[config.mk]
export PLATFORM = sky130hd
export DESIGN_NAME = ettl_logger
export DESIGN_NICKNAME = d
export VERILOG_FILES = /design/src/logic/ettl_pkg.sv /design/src/logic/ettl_logger.sv
export SDC_FILE = /design/constraint.sdc
export NUM_CORES = 1
export LEC_CHECK = 0
export ABC_AREA = 1
export ABC_CLOCK_PERIOD_IN_PS = 20300
export BUFFER_PORTS_ARGS = -buffer_cell sky130_fd_sc_hd__buf_2
export CORE_AREA = 4 4 316 318
export CTS_CLUSTER_SIZE = 30
export DETAILED_ROUTE_END_ITERATION = 10
export DIE_AREA = 0 0 320 322
export GPL_TIMING_DRIVEN = 0
export PLACE_DENSITY = 0.62
export SLEW_MARGIN = 5
export SYNTH_ARGS = -nofsm -noshare
export SYNTH_HDL_FRONTEND = slang
export SYNTH_SLANG_ARGS = --single-unit
[constraint.sdc]
create_clock -name clk_i -period 20.3 [get_ports clk_i]
set_input_delay 2.03 -clock clk_i [delete_from_list [all_inputs] [get_ports clk_i]]
set_output_delay 2.03 -clock clk_i [all_outputs]
set_load 0.01 [all_outputs]
[src/logic/ettl_pkg.sv]
// ============================================================
// Shared constants for the event time-tag logger.
package ettl_pkg;
  // Width of one full date and time value, counted in microseconds.
  localparam int unsigned TIME_W = 64;
  // Number of stack positions.
  localparam int unsigned DEPTH = 8;
  // Width of a stack position index, one through eight.
  localparam int unsigned IDX_W = 4;
  // Width of a serial character.
  localparam int unsigned CHAR_W = 8;
  // Character that marks an event on a serial port.
  localparam logic [7:0] MARK_CHAR = 8'h23;
  // Value of an emptied stack position.
  localparam logic [63:0] TIME_CLEAR = 64'h0000000000000000;
  // Value of the entry count after reset.
  localparam logic [3:0] COUNT_RESET = 4'h0;
  // Cycles from a pin rising edge to the time being written.
  localparam int unsigned PIN_LATENCY = 3;
  // Read-out states.
  typedef enum logic [1:0] {ETTL_IDLE, ETTL_SEND, ETTL_CLEAR} ettl_state_t;
endpackage

[src/logic/ettl_logger.sv]
`timescale 1ns/1ps
module ettl_logger (
  input  wire logic                 clk_i,
  input  wire logic                 rst_i,
  input  wire logic                 event_pulse_input_i,
  input  wire logic [63:0]          time_now_i,
  input  wire logic                 port1_char_valid_i,
  input  wire logic [7:0]           port1_char_i,
  input  wire logic                 port2_char_valid_i,
  input  wire logic [7:0]           port2_char_i,
  input  wire logic                 view_req_i,
  input  wire logic [3:0]           view_index_i,
  input  wire logic                 read_events_command_i,
  output logic                      view_valid_o,
  output logic [63:0]               view_time_o,
  output logic                      out_valid_o,
  output logic [3:0]                out_index_o,
  output logic [63:0]               out_time_o,
  output logic                      out_done_o,
  output logic [3:0]                count_o,
  output logic                      busy_o
);
  // ============================================================
  // Storage and state.
  logic [63:0]          stack [ettl_pkg::DEPTH]; // Position one is stack[0].
  logic                 sync1;                   // First synchroniser stage.
  logic                 sync2;                   // Second synchroniser stage.
  logic                 sync3;                   // Delayed copy for edge detection.
  logic [63:0]          pin_time;                // Time caught at the edge.
  logic                 pin_pend;                // Pin time waiting to be pushed.
  ettl_pkg::ettl_state_t state;                  // Read-out state.
  logic [3:0]           rd_idx;                  // Next position to send.

  // ============================================================
  // Helpers.
  // Maps a position number, one through eight, to its slot in the stack array.
  // Position eight wraps through zero to the last slot in three-bit arithmetic.
  function automatic logic [2:0] pos_to_slot(input logic [3:0] pos);
    pos_to_slot = pos[2:0] - 3'h1;
  endfunction

  // ============================================================
  // Event decode.
  // A rising edge of the synchronised pin is the timing point of a pin event.
  wire rise      = sync2 & ~sync3;
  // A number-sign character on either port is a serial event mark.
  wire ser_mark  = (port1_char_valid_i && port1_char_i == ettl_pkg::MARK_CHAR) ||
                   (port2_char_valid_i && port2_char_i == ettl_pkg::MARK_CHAR);
  // The clear state owns the stack for one cycle.
  wire do_clear  = (state == ettl_pkg::ETTL_CLEAR);
  // A pin event wins over a serial mark in the same cycle; that mark is lost, so the
  // user's system should keep marks apart from pin pulses.
  wire push      = ~do_clear & (pin_pend | ser_mark);
  // The pin time was caught at the edge; a mark takes the time of its own cycle.
  wire [63:0] push_time = pin_pend ? pin_time : time_now_i;
  // The entry count saturates at eight once the oldest entry starts to drop.
  wire [3:0] next_count = (count_o == 4'h8) ? 4'h8 : count_o + 4'h1;
  // A view index must name a position from one to eight.
  wire view_ok   = (view_index_i >= 4'h1) && (view_index_i <= 4'h8);
  // Entry selected for the viewing port; zero for an index out of range.
  wire [63:0] view_sel = view_ok ? stack[pos_to_slot(view_index_i)] : ettl_pkg::TIME_CLEAR;
  // Entry selected for the read-out port.
  wire [63:0] send_sel = stack[pos_to_slot(rd_idx)];

  // Synchroniser and edge latch of the pulse input.
  always_ff @(posedge clk_i) begin
    if (rst_i) begin
      sync1    <= 1'b0;
      sync2    <= 1'b0;
      sync3    <= 1'b0;
      pin_time <= ettl_pkg::TIME_CLEAR;
    end else begin
      sync1 <= event_pulse_input_i;
      sync2 <= sync1;
      sync3 <= sync2;
      if (rise) begin
        pin_time <= time_now_i;
      end
    end
  end

  // Pending flag: a pin event held through a clear is pushed afterwards.
  always_ff @(posedge clk_i) begin
    if (rst_i) begin
      pin_pend <= 1'b0;
    end else if (rise) begin
      pin_pend <= 1'b1;
    end else if (!do_clear) begin
      pin_pend <= 1'b0;
    end
  end

  // Stack push with shift, or zeroing after a read-out.
  always_ff @(posedge clk_i) begin
    if (rst_i || do_clear) begin
      for (int i = 0; i < ettl_pkg::DEPTH; i++) begin
        stack[i] <= ettl_pkg::TIME_CLEAR;
      end
      count_o <= ettl_pkg::COUNT_RESET;
    end else if (push) begin
      stack[0] <= push_time;
      for (int i = 1; i < ettl_pkg::DEPTH; i++) begin
        stack[i] <= stack[i-1];
      end
      count_o <= next_count;
    end
  end

  // Read-out sequencer: sends positions one to eight, then clears.
  always_ff @(posedge clk_i) begin
    if (rst_i) begin
      state       <= ettl_pkg::ETTL_IDLE;
      rd_idx      <= 4'h1;
      out_valid_o <= 1'b0;
      out_index_o <= 4'h0;
      out_time_o  <= ettl_pkg::TIME_CLEAR;
      out_done_o  <= 1'b0;
      busy_o      <= 1'b0;
    end else begin
      out_valid_o <= 1'b0;
      out_done_o  <= 1'b0;
      case (state)
        ettl_pkg::ETTL_IDLE: begin
          if (read_events_command_i) begin
            state  <= ettl_pkg::ETTL_SEND;
            rd_idx <= 4'h1;
            busy_o <= 1'b1;
          end
        end
        // Send positions one to eight, one per cycle, newest first.
        ettl_pkg::ETTL_SEND: begin
          out_valid_o <= 1'b1;
          out_index_o <= rd_idx;
          out_time_o  <= send_sel;
          if (rd_idx == 4'h8) begin
            state <= ettl_pkg::ETTL_CLEAR;
          end
          rd_idx <= rd_idx + 4'h1;
        end
        // Clear cycle: the storage process zeroes the stack while done is pulsed.
        default: begin
          out_done_o <= 1'b1;
          busy_o     <= 1'b0;
          state      <= ettl_pkg::ETTL_IDLE;
        end
      endcase
    end
  end

  // Viewing port: read only, never alters the stack.
  always_ff @(posedge clk_i) begin
    if (rst_i) begin
      view_valid_o <= 1'b0;
      view_time_o  <= ettl_pkg::TIME_CLEAR;
    end else begin
      view_valid_o <= view_req_i && view_ok;
      view_time_o  <= view_sel;
    end
  end
endmodule

After elaboration in Yosys (flattened, before gate mapping)
Memory sizes are Yosys's and may differ from the RTL's. A register that Yosys moved wholly into a read port is not among the register bits.
Index checks and enable logic that the tools add are counted.
{ "word_totals": {"inputBits": 91, "ramBits": 512, "n_memories": 1, "regBits": 86, "output_inout_bits": 140} }
{ "mem_list": {"columns": ["memory", "words", "width", "read_ports", "rd_ports_with_merged_regs", "wr", "line", "rtl"], "rows": [
  ["stack", 8, 64, 9, 2, 8, "ettl_logger.sv:25", "logic [63:0] stack [ettl_pkg::DEPTH];"]
]} }
{ "op_classes": {"n_eq_ne": 9, "n_mux": 26, "bitwise_logic": 15, "reduce_logical": 13, "addsub": 4, "magnitude_cmp": 2} }
{ "op_table": {"columns": ["operator", "n"], "rows": [
  ["64-bit 2-to-1 mux", 9],
  ["8-bit by 6-bit == test with 1-bit output, second input constant", 2],
  ["1-bit 2-to-1 mux", 10],
  ["1-bit bitwise OR", 9],
  ["4-bit by 1-bit adder with 4-bit output, second input constant", 2],
  ["4-bit == test, second input constant", 2],
  ["4-bit 2-to-1 mux", 2],
  ["4-bit one-hot mux with 2 select lines", 1],
  ["2-bit != test, second input constant", 3],
  ["2-bit AND reduction", 3],
  ["3-bit by 1-bit subtractor with 3-bit output, second input constant", 2],
  ["4-bit by 1-bit greater-or-equal comparator with 1-bit output, second input constant", 1],
  ["4-bit less-or-equal comparator, second input constant", 1],
  ["1-bit logical AND", 4],
  ["2-bit 2-to-1 mux", 2],
  ["1-bit NOT", 4],
  ["2-bit one-hot mux with 2 select lines", 1],
  ["2-bit OR reduction", 2],
  ["1-bit bitwise AND", 2],
  ["2-bit by 1-bit == test with 1-bit output, second input constant", 1],
  ["2-bit == test, second input constant", 1],
  ["2-bit zero test", 1],
  ["1-bit logical OR", 2],
  ["1-bit one-hot mux with 2 select lines", 1],
  ["2-bit nonzero test", 1]
]} }

Depth between registers and ports, before layout
Gate-level depths: netlist of run 1.
{ "logic_depth": {"depth_word": 9, "depth_mapped": 12} }

Worst setup path before layout of run 1
OpenSTA, ideal clock, no wires.
{ "synth_path": {"path_type": "input to register", "start": "in port2_char_i[1]", "end": "mem stack[0][0] (enable)", "setup_slack_ps": 1618, "setup_time_ps": 4906, "path_buffers": 0, "cell_stages": 6, "arrival_ps": 13776, "t_required_ps": 15394, "path_cell_list": "nand2_1 inv_1 nand3_1 nor2_1 nor2_1 nand3_1"} }
{ "synth_lines": {"columns": ["item", "line", "rtl"], "rows": [
  ["start: declaration", "ettl_logger.sv:10", "input wire logic [7:0] port2_char_i,"],
  ["end: declaration", "ettl_logger.sv:25", null]
]} }

Worst setup path in the final report of run 1
{ "layout_path": {"start": "in view_index_i[0]", "end": "reg view_time_o[19], read port of stack"} }
{ "layout_between": {"elab_chain_len": 4} }
{ "layout_rtl": {"columns": ["item", "line", "rtl"], "rows": [
  ["start: declaration", "ettl_logger.sv:12", "input wire logic [3:0] view_index_i,"],
  ["4-bit by 1-bit greater-or-equal comparator with 1-bit output or 4-bit less-or-equal comparator (tied branches)", "ettl_logger.sv:59", "wire view_ok = (view_index_i >= 4'h1) && (view_index_i <= 4'h8);"],
  ["1-bit logical AND", "ettl_logger.sv:59", null],
  ["1-bit NOT (no source line)", null, null],
  ["2-bit OR reduction (no source line)", null, null],
  ["end: declaration", "ettl_logger.sv:15", "output logic [63:0] view_time_o,"]
]} }
Parallel ways exist; a longest one is shown, timed or not.
A chain may end at the register's enable or synchronous reset.

==> summary.txt, run 1 <==
Placement
  – Placer Congestion: 0.943
  – Port bufs: 230
  – Half-perimeter wire length after placement: between 100 and 150 mm
  – Placed insts: 5559

Status
  – Outcome: finished clean

Clocking
  – Clock Pin Slew Worst Setup and Hold Paths: ~0.06 ns
  – Clock root buffer: clkbuf_16
  – Longest Clk Path Bufs: 3
  – H-Tree Depth: 3
  – Later-pin clock latency in the skew report: 0.66 ns
  – Num CTS Buffers: 83
  – CTS tree: yes
  – CTS hold repair buffers: 0
  – Sink Count: between 700 and 800
  – Postcts setup bufs: 0
  – Cts repair resizes: 0

Worst setup path
  – Slowest Stage Delay on Critical Path: 0.61 ns
  – Critical-path cell list: buf_2 -> inv_2 -> buf_2 -> buf_6 -> buf_6 -> ha_1 -> nand2_1 -> nand2_1 -> nand2_1 -> nor2_2 -> buf_8 -> clkbuf_1 -> and3_1
  – Critical path arrival: ~5.6 ns
  – CP most frequent cell: nand2_1
  – WS Path Type: in2reg
  – Crit-path slowest cell: clkbuf_1
  – Critical path launch point type: primary input
  – Critical Path End Type: flip-flop
  – CP Buf/Inv Count: 7
  – CP max FO: 11
  – Crit-path leading delay family: buffers and inverters
  – CP Data Required Time: 20.84 ns

Timing
  – Hold WS: 0.407 ns
  – Worst slew margin: 2.97%
  – F_max: roughly 200 MHz
  – Final min period: 5.03 ns
  – Final period utilization: 24.8%
  – Fin. max-slew vios: 0
  – Worst Max-Slew Pin Slew: 1.46 ns
  – Final setup fails: 0
  – TNS Setup: 0 ns
  – Clk_skew: between 0.03 and 0.04 ns
  – Endpoints failing hold: 0
  – Unrepaired setup endpoints after global routing: false

GRT
  – Initial antenna violation count: 12
  – Vias in the first global route: 29900
  – First-pass GRT wire length: 206 mm
  – Global route overflow: 0
  – GRT Overall Usage: 27.1%
  – Largest net degree at the start of global routing: 59

Detailed routing
  – Routed WL: around 140 mm
  – Drt first pass iters: 6
  – Drt drc: 0
  – WL/cell: 25.1 µm
  – Top Metal Used: met5
  – DR WL met3: approximately 19 mm
  – Post-DRT Antenna Nets: 0
  – DR iter-0 viols: 4919
  – Via-to-Cell Ratio: 5.54
  – Routed wl met2: 62.3 mm
  – Via Count: 31700
  – M1 WL: 54.9 mm

Pwr
  – Pwr Density: 88.2 mW/mm²
  – Leak: 17.8 nW
  – Max VDD drop: 0.0000522 V

Synth
  – Synth async-reset ratio: 0%
  – Avg Inst Size Synth: 9.53 µm²
  – Post-synth top area cell: edfxtp_1
  – Share of the synthesized area in the top cell type: between 30% and 40%
  – Top post-synthesis cells by area: edfxtp_1 40%, dfxtp_1 11%, nor2_4 9.9%, nand3_1 5.2%, inv_1 4.6%
  – Mapped Cells: 4041
  – Prevailing post-synth register cell: edfxtp_1
  – Yosys cell types: 36
  – Post-synthesis sequential area ratio: 51.1%
  – Commonest cells in the netlist: 512 x edfxtp_1, 473 x inv_1, 469 x nand2_1
  – Number of enable flip-flop cells after synthesis: 512
  – Synth warn: 0
  – Flop and latch count out of synthesis: between 700 and 800
  – Most common cell in the netlist: edfxtp_1
  – Synthesized Nets: approximately 4100
  – Mapped cell area: 0.0385 mm²

Final layout
  – Share of post-route cells with drive strength above 1: a little over a fifth
  – Layout Cells excl Fill: 5723
  – Seq. cell area: between 0.015 and 0.02 mm²
  – Layout fillers: 9225
  – Area growth syn-to-layout: 15.1%
  – Multi-input logic area: around 0.015 mm²
  – NumNets Final: 4466

Worst hold path
  – Hold Crit Class: reg2reg

Die
  – Die X: 320 µm
  – Row count: 114
  – Area of the die: around 0.1 mm²
  – Die H: 322 µm
  – Core area: ~0.097 mm²
  – Ports: 231
  – Starting Density: 39.9%

Job
  – Maxcap violations: 0
-- final cells by class --
class / instances / area share, %
Clock inverter: 26 / 0.601
Clock buffer: 130 / 5.62
Timing Repair Buffer: 242 / 3.23
Inverter: 479 / 4.06
Multi-Input combinational cell: 2528 / 33.7
Buffer: 308 / 4.75
Sequential cell: 726 / 44.4
Tap cell: 1276 / 3.60
Antenna cell: 8 / 0.0452
-- per-stage QoR --
stage	util, %	worst slack [ns]	total power [mW]	area [µm²]
after global placement	42.7	-7.95	2.42	41200
after detailed placement	43.0	14.89	2.37	41500
after floorplan	-	1.62	2.13	38500
after global routing	45.9	15.23	4.03	44300
after CTS	45.9	15.56	3.90	44300
final	45.9	15.27	3.91	44300
-- worst paths after layout --
path / from / endpoint / slack, ns / depth (start not counted)
worst min-delay path: sync1 / sync2 / 0.41 / 2
worst min register to register: sync1 / sync2 / 0.41 / 2
worst max-delay path: view_index_i[0] / view_time_o[19] / 15.27 / 13
worst max register to register: rd_idx[0] / out_time_o[38] / 16.22 / 12
-- power by group --
group / leakage [nW] / internal (mW) / switching [mW]
sequential: 7.08 / 1.67 / 0.0374
clock: 1.34 / 0.898 / 0.651
combinational: 9.34 / 0.175 / 0.476
-- metal layers --
| layer | track usage [%] | vias to the layer above |
|---|---|---|
| li1 | - | 14200 |
| met1 | 35.8 | 15000 |
| met2 | 41.0 | 2116 |
| met3 | 7.99 | 363 |
| met4 | 12.8 | 6 |
| met5 | 0 | - |
-- layout by cell type, fill, tap and decap left out, types with 2 or more instances in the layout --
cell / n
buf_16: 6
and3_1: 64
nor4_1: 2
buf_1: 23
clkbuf_8: 11
clkbuf_1: 146
nand2_1: 469
inv_2: 6
nor2_4: 340
or2_2: 65
nor2_2: 22
dfxtp_1: 214
clkinv_2: 8
o211ai_1: 192
xnor2_1: 3
nor2_1: 298
inv_1: 473
buf_4: 10
buf_6: 25
buf_12: 42
clkinv_8: 3
edfxtp_1: 512
inv_6: 2
o21ai_0: 326
clkbuf_16: 89
diode_2: 8
o32ai_1: 2
a21oi_1: 263
bufinv_16: 4
buf_2: 326
mux2i_1: 64
nand3_1: 396
ha_1: 7
nand4_1: 4
nor3_1: 2
clkinv_1: 7
-- state kept, by name (all words and copies together) (netlist names), 2 cells and up --
name         flops
out_index_o      4
stack          512
view_time_o     64
count_o          4
pin_time        64
state            2
rd_idx           4
out_time_o      64
-- kinds of logic after synthesis --
| family | after synthesis | share of synthesized area [%] |
|---|---|---|
| xor gates and xnor gates | 4 | 0.0910 |
| buffers and inverters | 787 | 10.1 |
| and+or+nand+nor | 1668 | 25.3 |
| AOI/OAI and AO/OA | 785 | 11.5 |
| adders and majority gates | 7 | 0.228 |
| muxes | 64 | 1.66 |
| DFF | 726 | 51.1 |
-- worst register-to-register path, delay by kind of cell (launching register included) --
family          cells  cell delay [ns]
compound gates      1             0.12
fa+ha+maj           1             0.34
buf+inv             7             2.63
flops               1             0.37
simple gates        3             0.52
Power figures use the tool's default switching activity.
==> inputs of run 2 (changes only) <==
- ABC_AREA: 1 -> 0
- ABC_CLOCK_PERIOD_IN_PS: 20300 -> 4300
- CORE_AREA: 4 4 316 318 -> 4 4 298 300
- DIE_AREA: 0 0 320 322 -> 0 0 302 304
- PLACE_DENSITY: 0.62 -> 0.64
- clock period: 20.3 -> 4.3 ns (I/O delays scaled with it)
==> run 2 against run 1 <==
Sequential power grew to 4.7 times the previous value. Synthesized cell count decreased by 40%. Via count down 31%. Sequential share of layout area grew 5.2 points. Largest power group unchanged. Sequential cell count unchanged. Area after synthesis is 11% lower. Routed wire length decreased by 29%. Worst setup slack worse by 15 ns. Register-to-register slack lost 15 ns. Clock power increased to 4.4 times the previous value. First-iteration DRC count down 55%. Critical path depth shrank 3.
==> summary.txt, run 2 <==
Synth
  – Mapped cell area: 0.0341 mm²
  – Post-synthesis simple-gate area fraction: 13.9%
  – Avg Inst Size Synth: 14.1 µm²
  – Top post-synthesis cells by area: edfxtp_1 45%, mux4_2 17%, dfxtp_1 13%, and2_1 5.2%, mux2i_1 3.8%
  – Post-synthesis sequential area ratio: 57.6%
  – Synth async-reset ratio: 0%
  – Share of the synthesized area in the top cell type: 45.0%
  – Post-synth top area cell: edfxtp_1
  – Yosys cell types: 47
  – Prevailing post-synth register cell: edfxtp_1
  – Synth Area in Compound Gates: 3.74%
  – Most common cell in the netlist: edfxtp_1
  – Number of enable flip-flop cells after synthesis: 512
  – Largest family of logic cells by synthesized area: multiplexers
  – Synthesized Nets: 2521
  – Flop and latch count out of synthesis: 726
  – Post-synthesis adder-cell area fraction: 0.257%
  – XOR/XNOR share of the synthesized area: 0.132%
  – Commonest cells in the netlist: 512 x edfxtp_1, 281 x and2_1, 269 x nand2_1
  – Mapped Cells: approximately 2400
  – Multiplexer share of the synthesized area: 20.8%
  – Synth warn: 0

Final layout
  – Final Core Density: 46.0%
  – Largest register FFs: 512
  – Most frequent cells in the layout: 512 x edfxtp_1, 281 x and2_1, 269 x nand2_1, 260 x buf_2, 256 x mux4_2
  – Share of post-route cells with drive strength above 1: 31.3%
  – Design Area, Final: 0.0397 mm²
  – Layout Cells excl Fill: 3974
  – Reg with most FFs: stack
  – NumNets Final: 2846
  – Area growth syn-to-layout: 16.2%
  – Most common cell after layout, fill and taps aside: edfxtp_1

Timing
  – Final period utilization: 92.5%
  – Endpoints failing hold: 0
  – Final setup margin: roughly 0.32 ns
  – F_max: 252 MHz
  – Final min period: 3.98 ns
  – Clk_skew: 0.0239 ns
  – Worst Max-Slew Pin Slew: 1.31 ns
  – TNS Setup: 0 ns
  – Unrepaired setup endpoints after global routing: false
  – Fin. max-slew vios: 0
  – Worst slew margin: 12.9%
  – Final setup fails: 0
  – Hold WS: 0.0340 ns

Detailed routing
  – WL/cell: 25.5 µm
  – Post-DRT Antenna Nets: 0
  – Via Count: 21900
  – Drt first pass iters: 5
  – Drt drc: 0
  – Routed WL: 101 mm
  – DR iter-0 viols: 2189
  – Via-to-Cell Ratio: 5.52

GRT
  – Largest net degree at the start of global routing: 63
  – GRT Overall Usage: 21.9%
  – Initial antenna violation count: 10
  – Global route overflow: 0
  – First-pass GRT wire length: 150 mm
  – Vias in the first global route: 22800

Placement
  – Half-perimeter wire length after placement: 72.1 mm
  – Placed insts: 3820
  – Placer Congestion: between 0.8 and 0.9
  – Area post-placement: 0.0371 mm²
  – Place WS: -0.207 ns
  – Port bufs: 230

Worst hold path
  – Hold depth: 3
  – Hold Crit Class: in2reg
  – Hold endpoint: pin_time[43]
  – Worst Hold Launch: time_now_i[43]

Clocking
  – Clock Pin Slew Worst Setup and Hold Paths: 0.06 ns
  – Postcts setup bufs: 0
  – CTS tree: yes
  – Longest Clk Path Bufs: 3
  – Clock root buffer: clkbuf_16
  – CTS hold repair buffers: 1
  – Sink Count: around 730
  – Cts repair resizes: 0
  – Num CTS Buffers: 80
  – Later-pin clock latency in the skew report: about 0.64 ns
  – H-Tree Depth: 3

Worst setup path
  – Critical-path cell list: buf_2 -> buf_2 -> buf_4 -> inv_1 -> ha_1 -> clkbuf_1 -> clkbuf_1 -> mux4_2 -> nand2_1 -> a21oi_1
  – CP Data Required Time: 4.77 ns
  – Crit-path slowest cell: clkbuf_1
  – Critical path launch point type: primary input
  – WS Path Type: in2reg
  – Critical path arrival: 4.44 ns
  – Slowest Stage Delay on Critical Path: 1.02 ns
  – R2R Setup Slk: 0.72 ns
  – RR Startpoint: rd_idx[0]
  – CP max FO: 10
  – Reg2reg end: out_time_o[36]
  – Worst r2r path cells: 10
  – Critical Path End Type: flip-flop

Pwr
  – Leak: 14.7 nW
  – Pwr Density: between 400 and 500 mW/mm²
  – Max VDD drop: 0.000272 V
  – Power, Total: between 15 and 20 mW

Status
  – Outcome: finished clean

Die
  – Starting Density: 39.6%
  – Ports: 231
  – Die X: 302 µm
  – Row count: 108
  – Area of the die: roughly 0.092 mm²
  – Die H: 304 µm
  – Core area: 0.0862 mm²

Job
  – Maxcap violations: 0
==> run 2: cell types whose count changed in the layout (fill, tap and decap cells not counted), moves of 66 or more <==
cell / previous run / this run
buf_2: 326 / 260
nand3_1: 396 / 4
nor2_1: 298 / 137
nand2_1: 469 / 269
a21oi_1: 263 / 136
mux4_2: 0 / 256
mux2i_1: 64 / 130
inv_1: 473 / 8
o21ai_0: 326 / 2
and2_1: 0 / 281
o211ai_1: 192 / 0
nor2_4: 340 / 0
and2_2: 0 / 167
==> run 2: how the worst max path moves through the flow <==
stage | to | startpoint | slack [ns] | depth (start not counted)
2_1_floorplan | stack[0][0] | state[1] | -2.02 | 6
3_3_place_gp | stack[2][27] | rst_i | -4.59 | 5
3_5_place_dp | view_time_o[62] | view_index_i[0] | -0.21 | 10
4_1_cts | view_time_o[62] | view_index_i[0] | 0.45 | 10
5_1_grt | view_time_o[62] | view_index_i[0] | 0.29 | 10
6_report | view_time_o[62] | view_index_i[0] | 0.32 | 10
==> run 2: cell families after synthesis <==
group | after synthesis
AOI/OAI and AO/OA | 213
xor gates and xnor gates | 3
adders and majority gates | 7
buffers and inverters | 200
DFF | 726
muxes | 388
and+or+nand+nor | 886
==> run 2: power by group <==
group	leakage [nW]	switching (mW)	total, mW	internal [mW]
Combinational	6.33	1.20	2.09	0.887
Clock	1.27	2.86	6.81	3.95
Sequential	7.07	0.233	8.11	7.88
==> run 2: cell type report <==
type / count / area, µm²
diodes: 4 / 10.0
fillers: 7687 / 46500
flip-flops and latches: 726 / 19700
multi-input cells: 1497 / 13300
well taps: 1155 / 1450
clock buffers: 108 / 2270
inverters: 8 / 30.0
plain buffers: 192 / 1210
repair buffers: 243 / 1430
clock inverters: 41 / 313
==> run 2: worst max-delay path: cells and delay by family <==
kind | cells | cell delay (ns)
buffers and inverters | 6 | 2.70
multiplexers | 1 | 0.42
AO/OA/AOI/OAI | 1 | 0.50
AND/OR/NAND/NOR | 1 | 0.06
adder cells (fa/ha/maj) | 1 | 0.31
==> run 2: per-layer routing <==
layer,part of all wire (%),GRT usage (%),wire (µm),up-vias
met5,0.034,0,34,-
met4,3.9,8.62,3940,6
met3,8.2,4.68,8310,183
met2,49,36.2,49500,874
met1,39,28.3,39600,11300
li1,-,-,-,9600
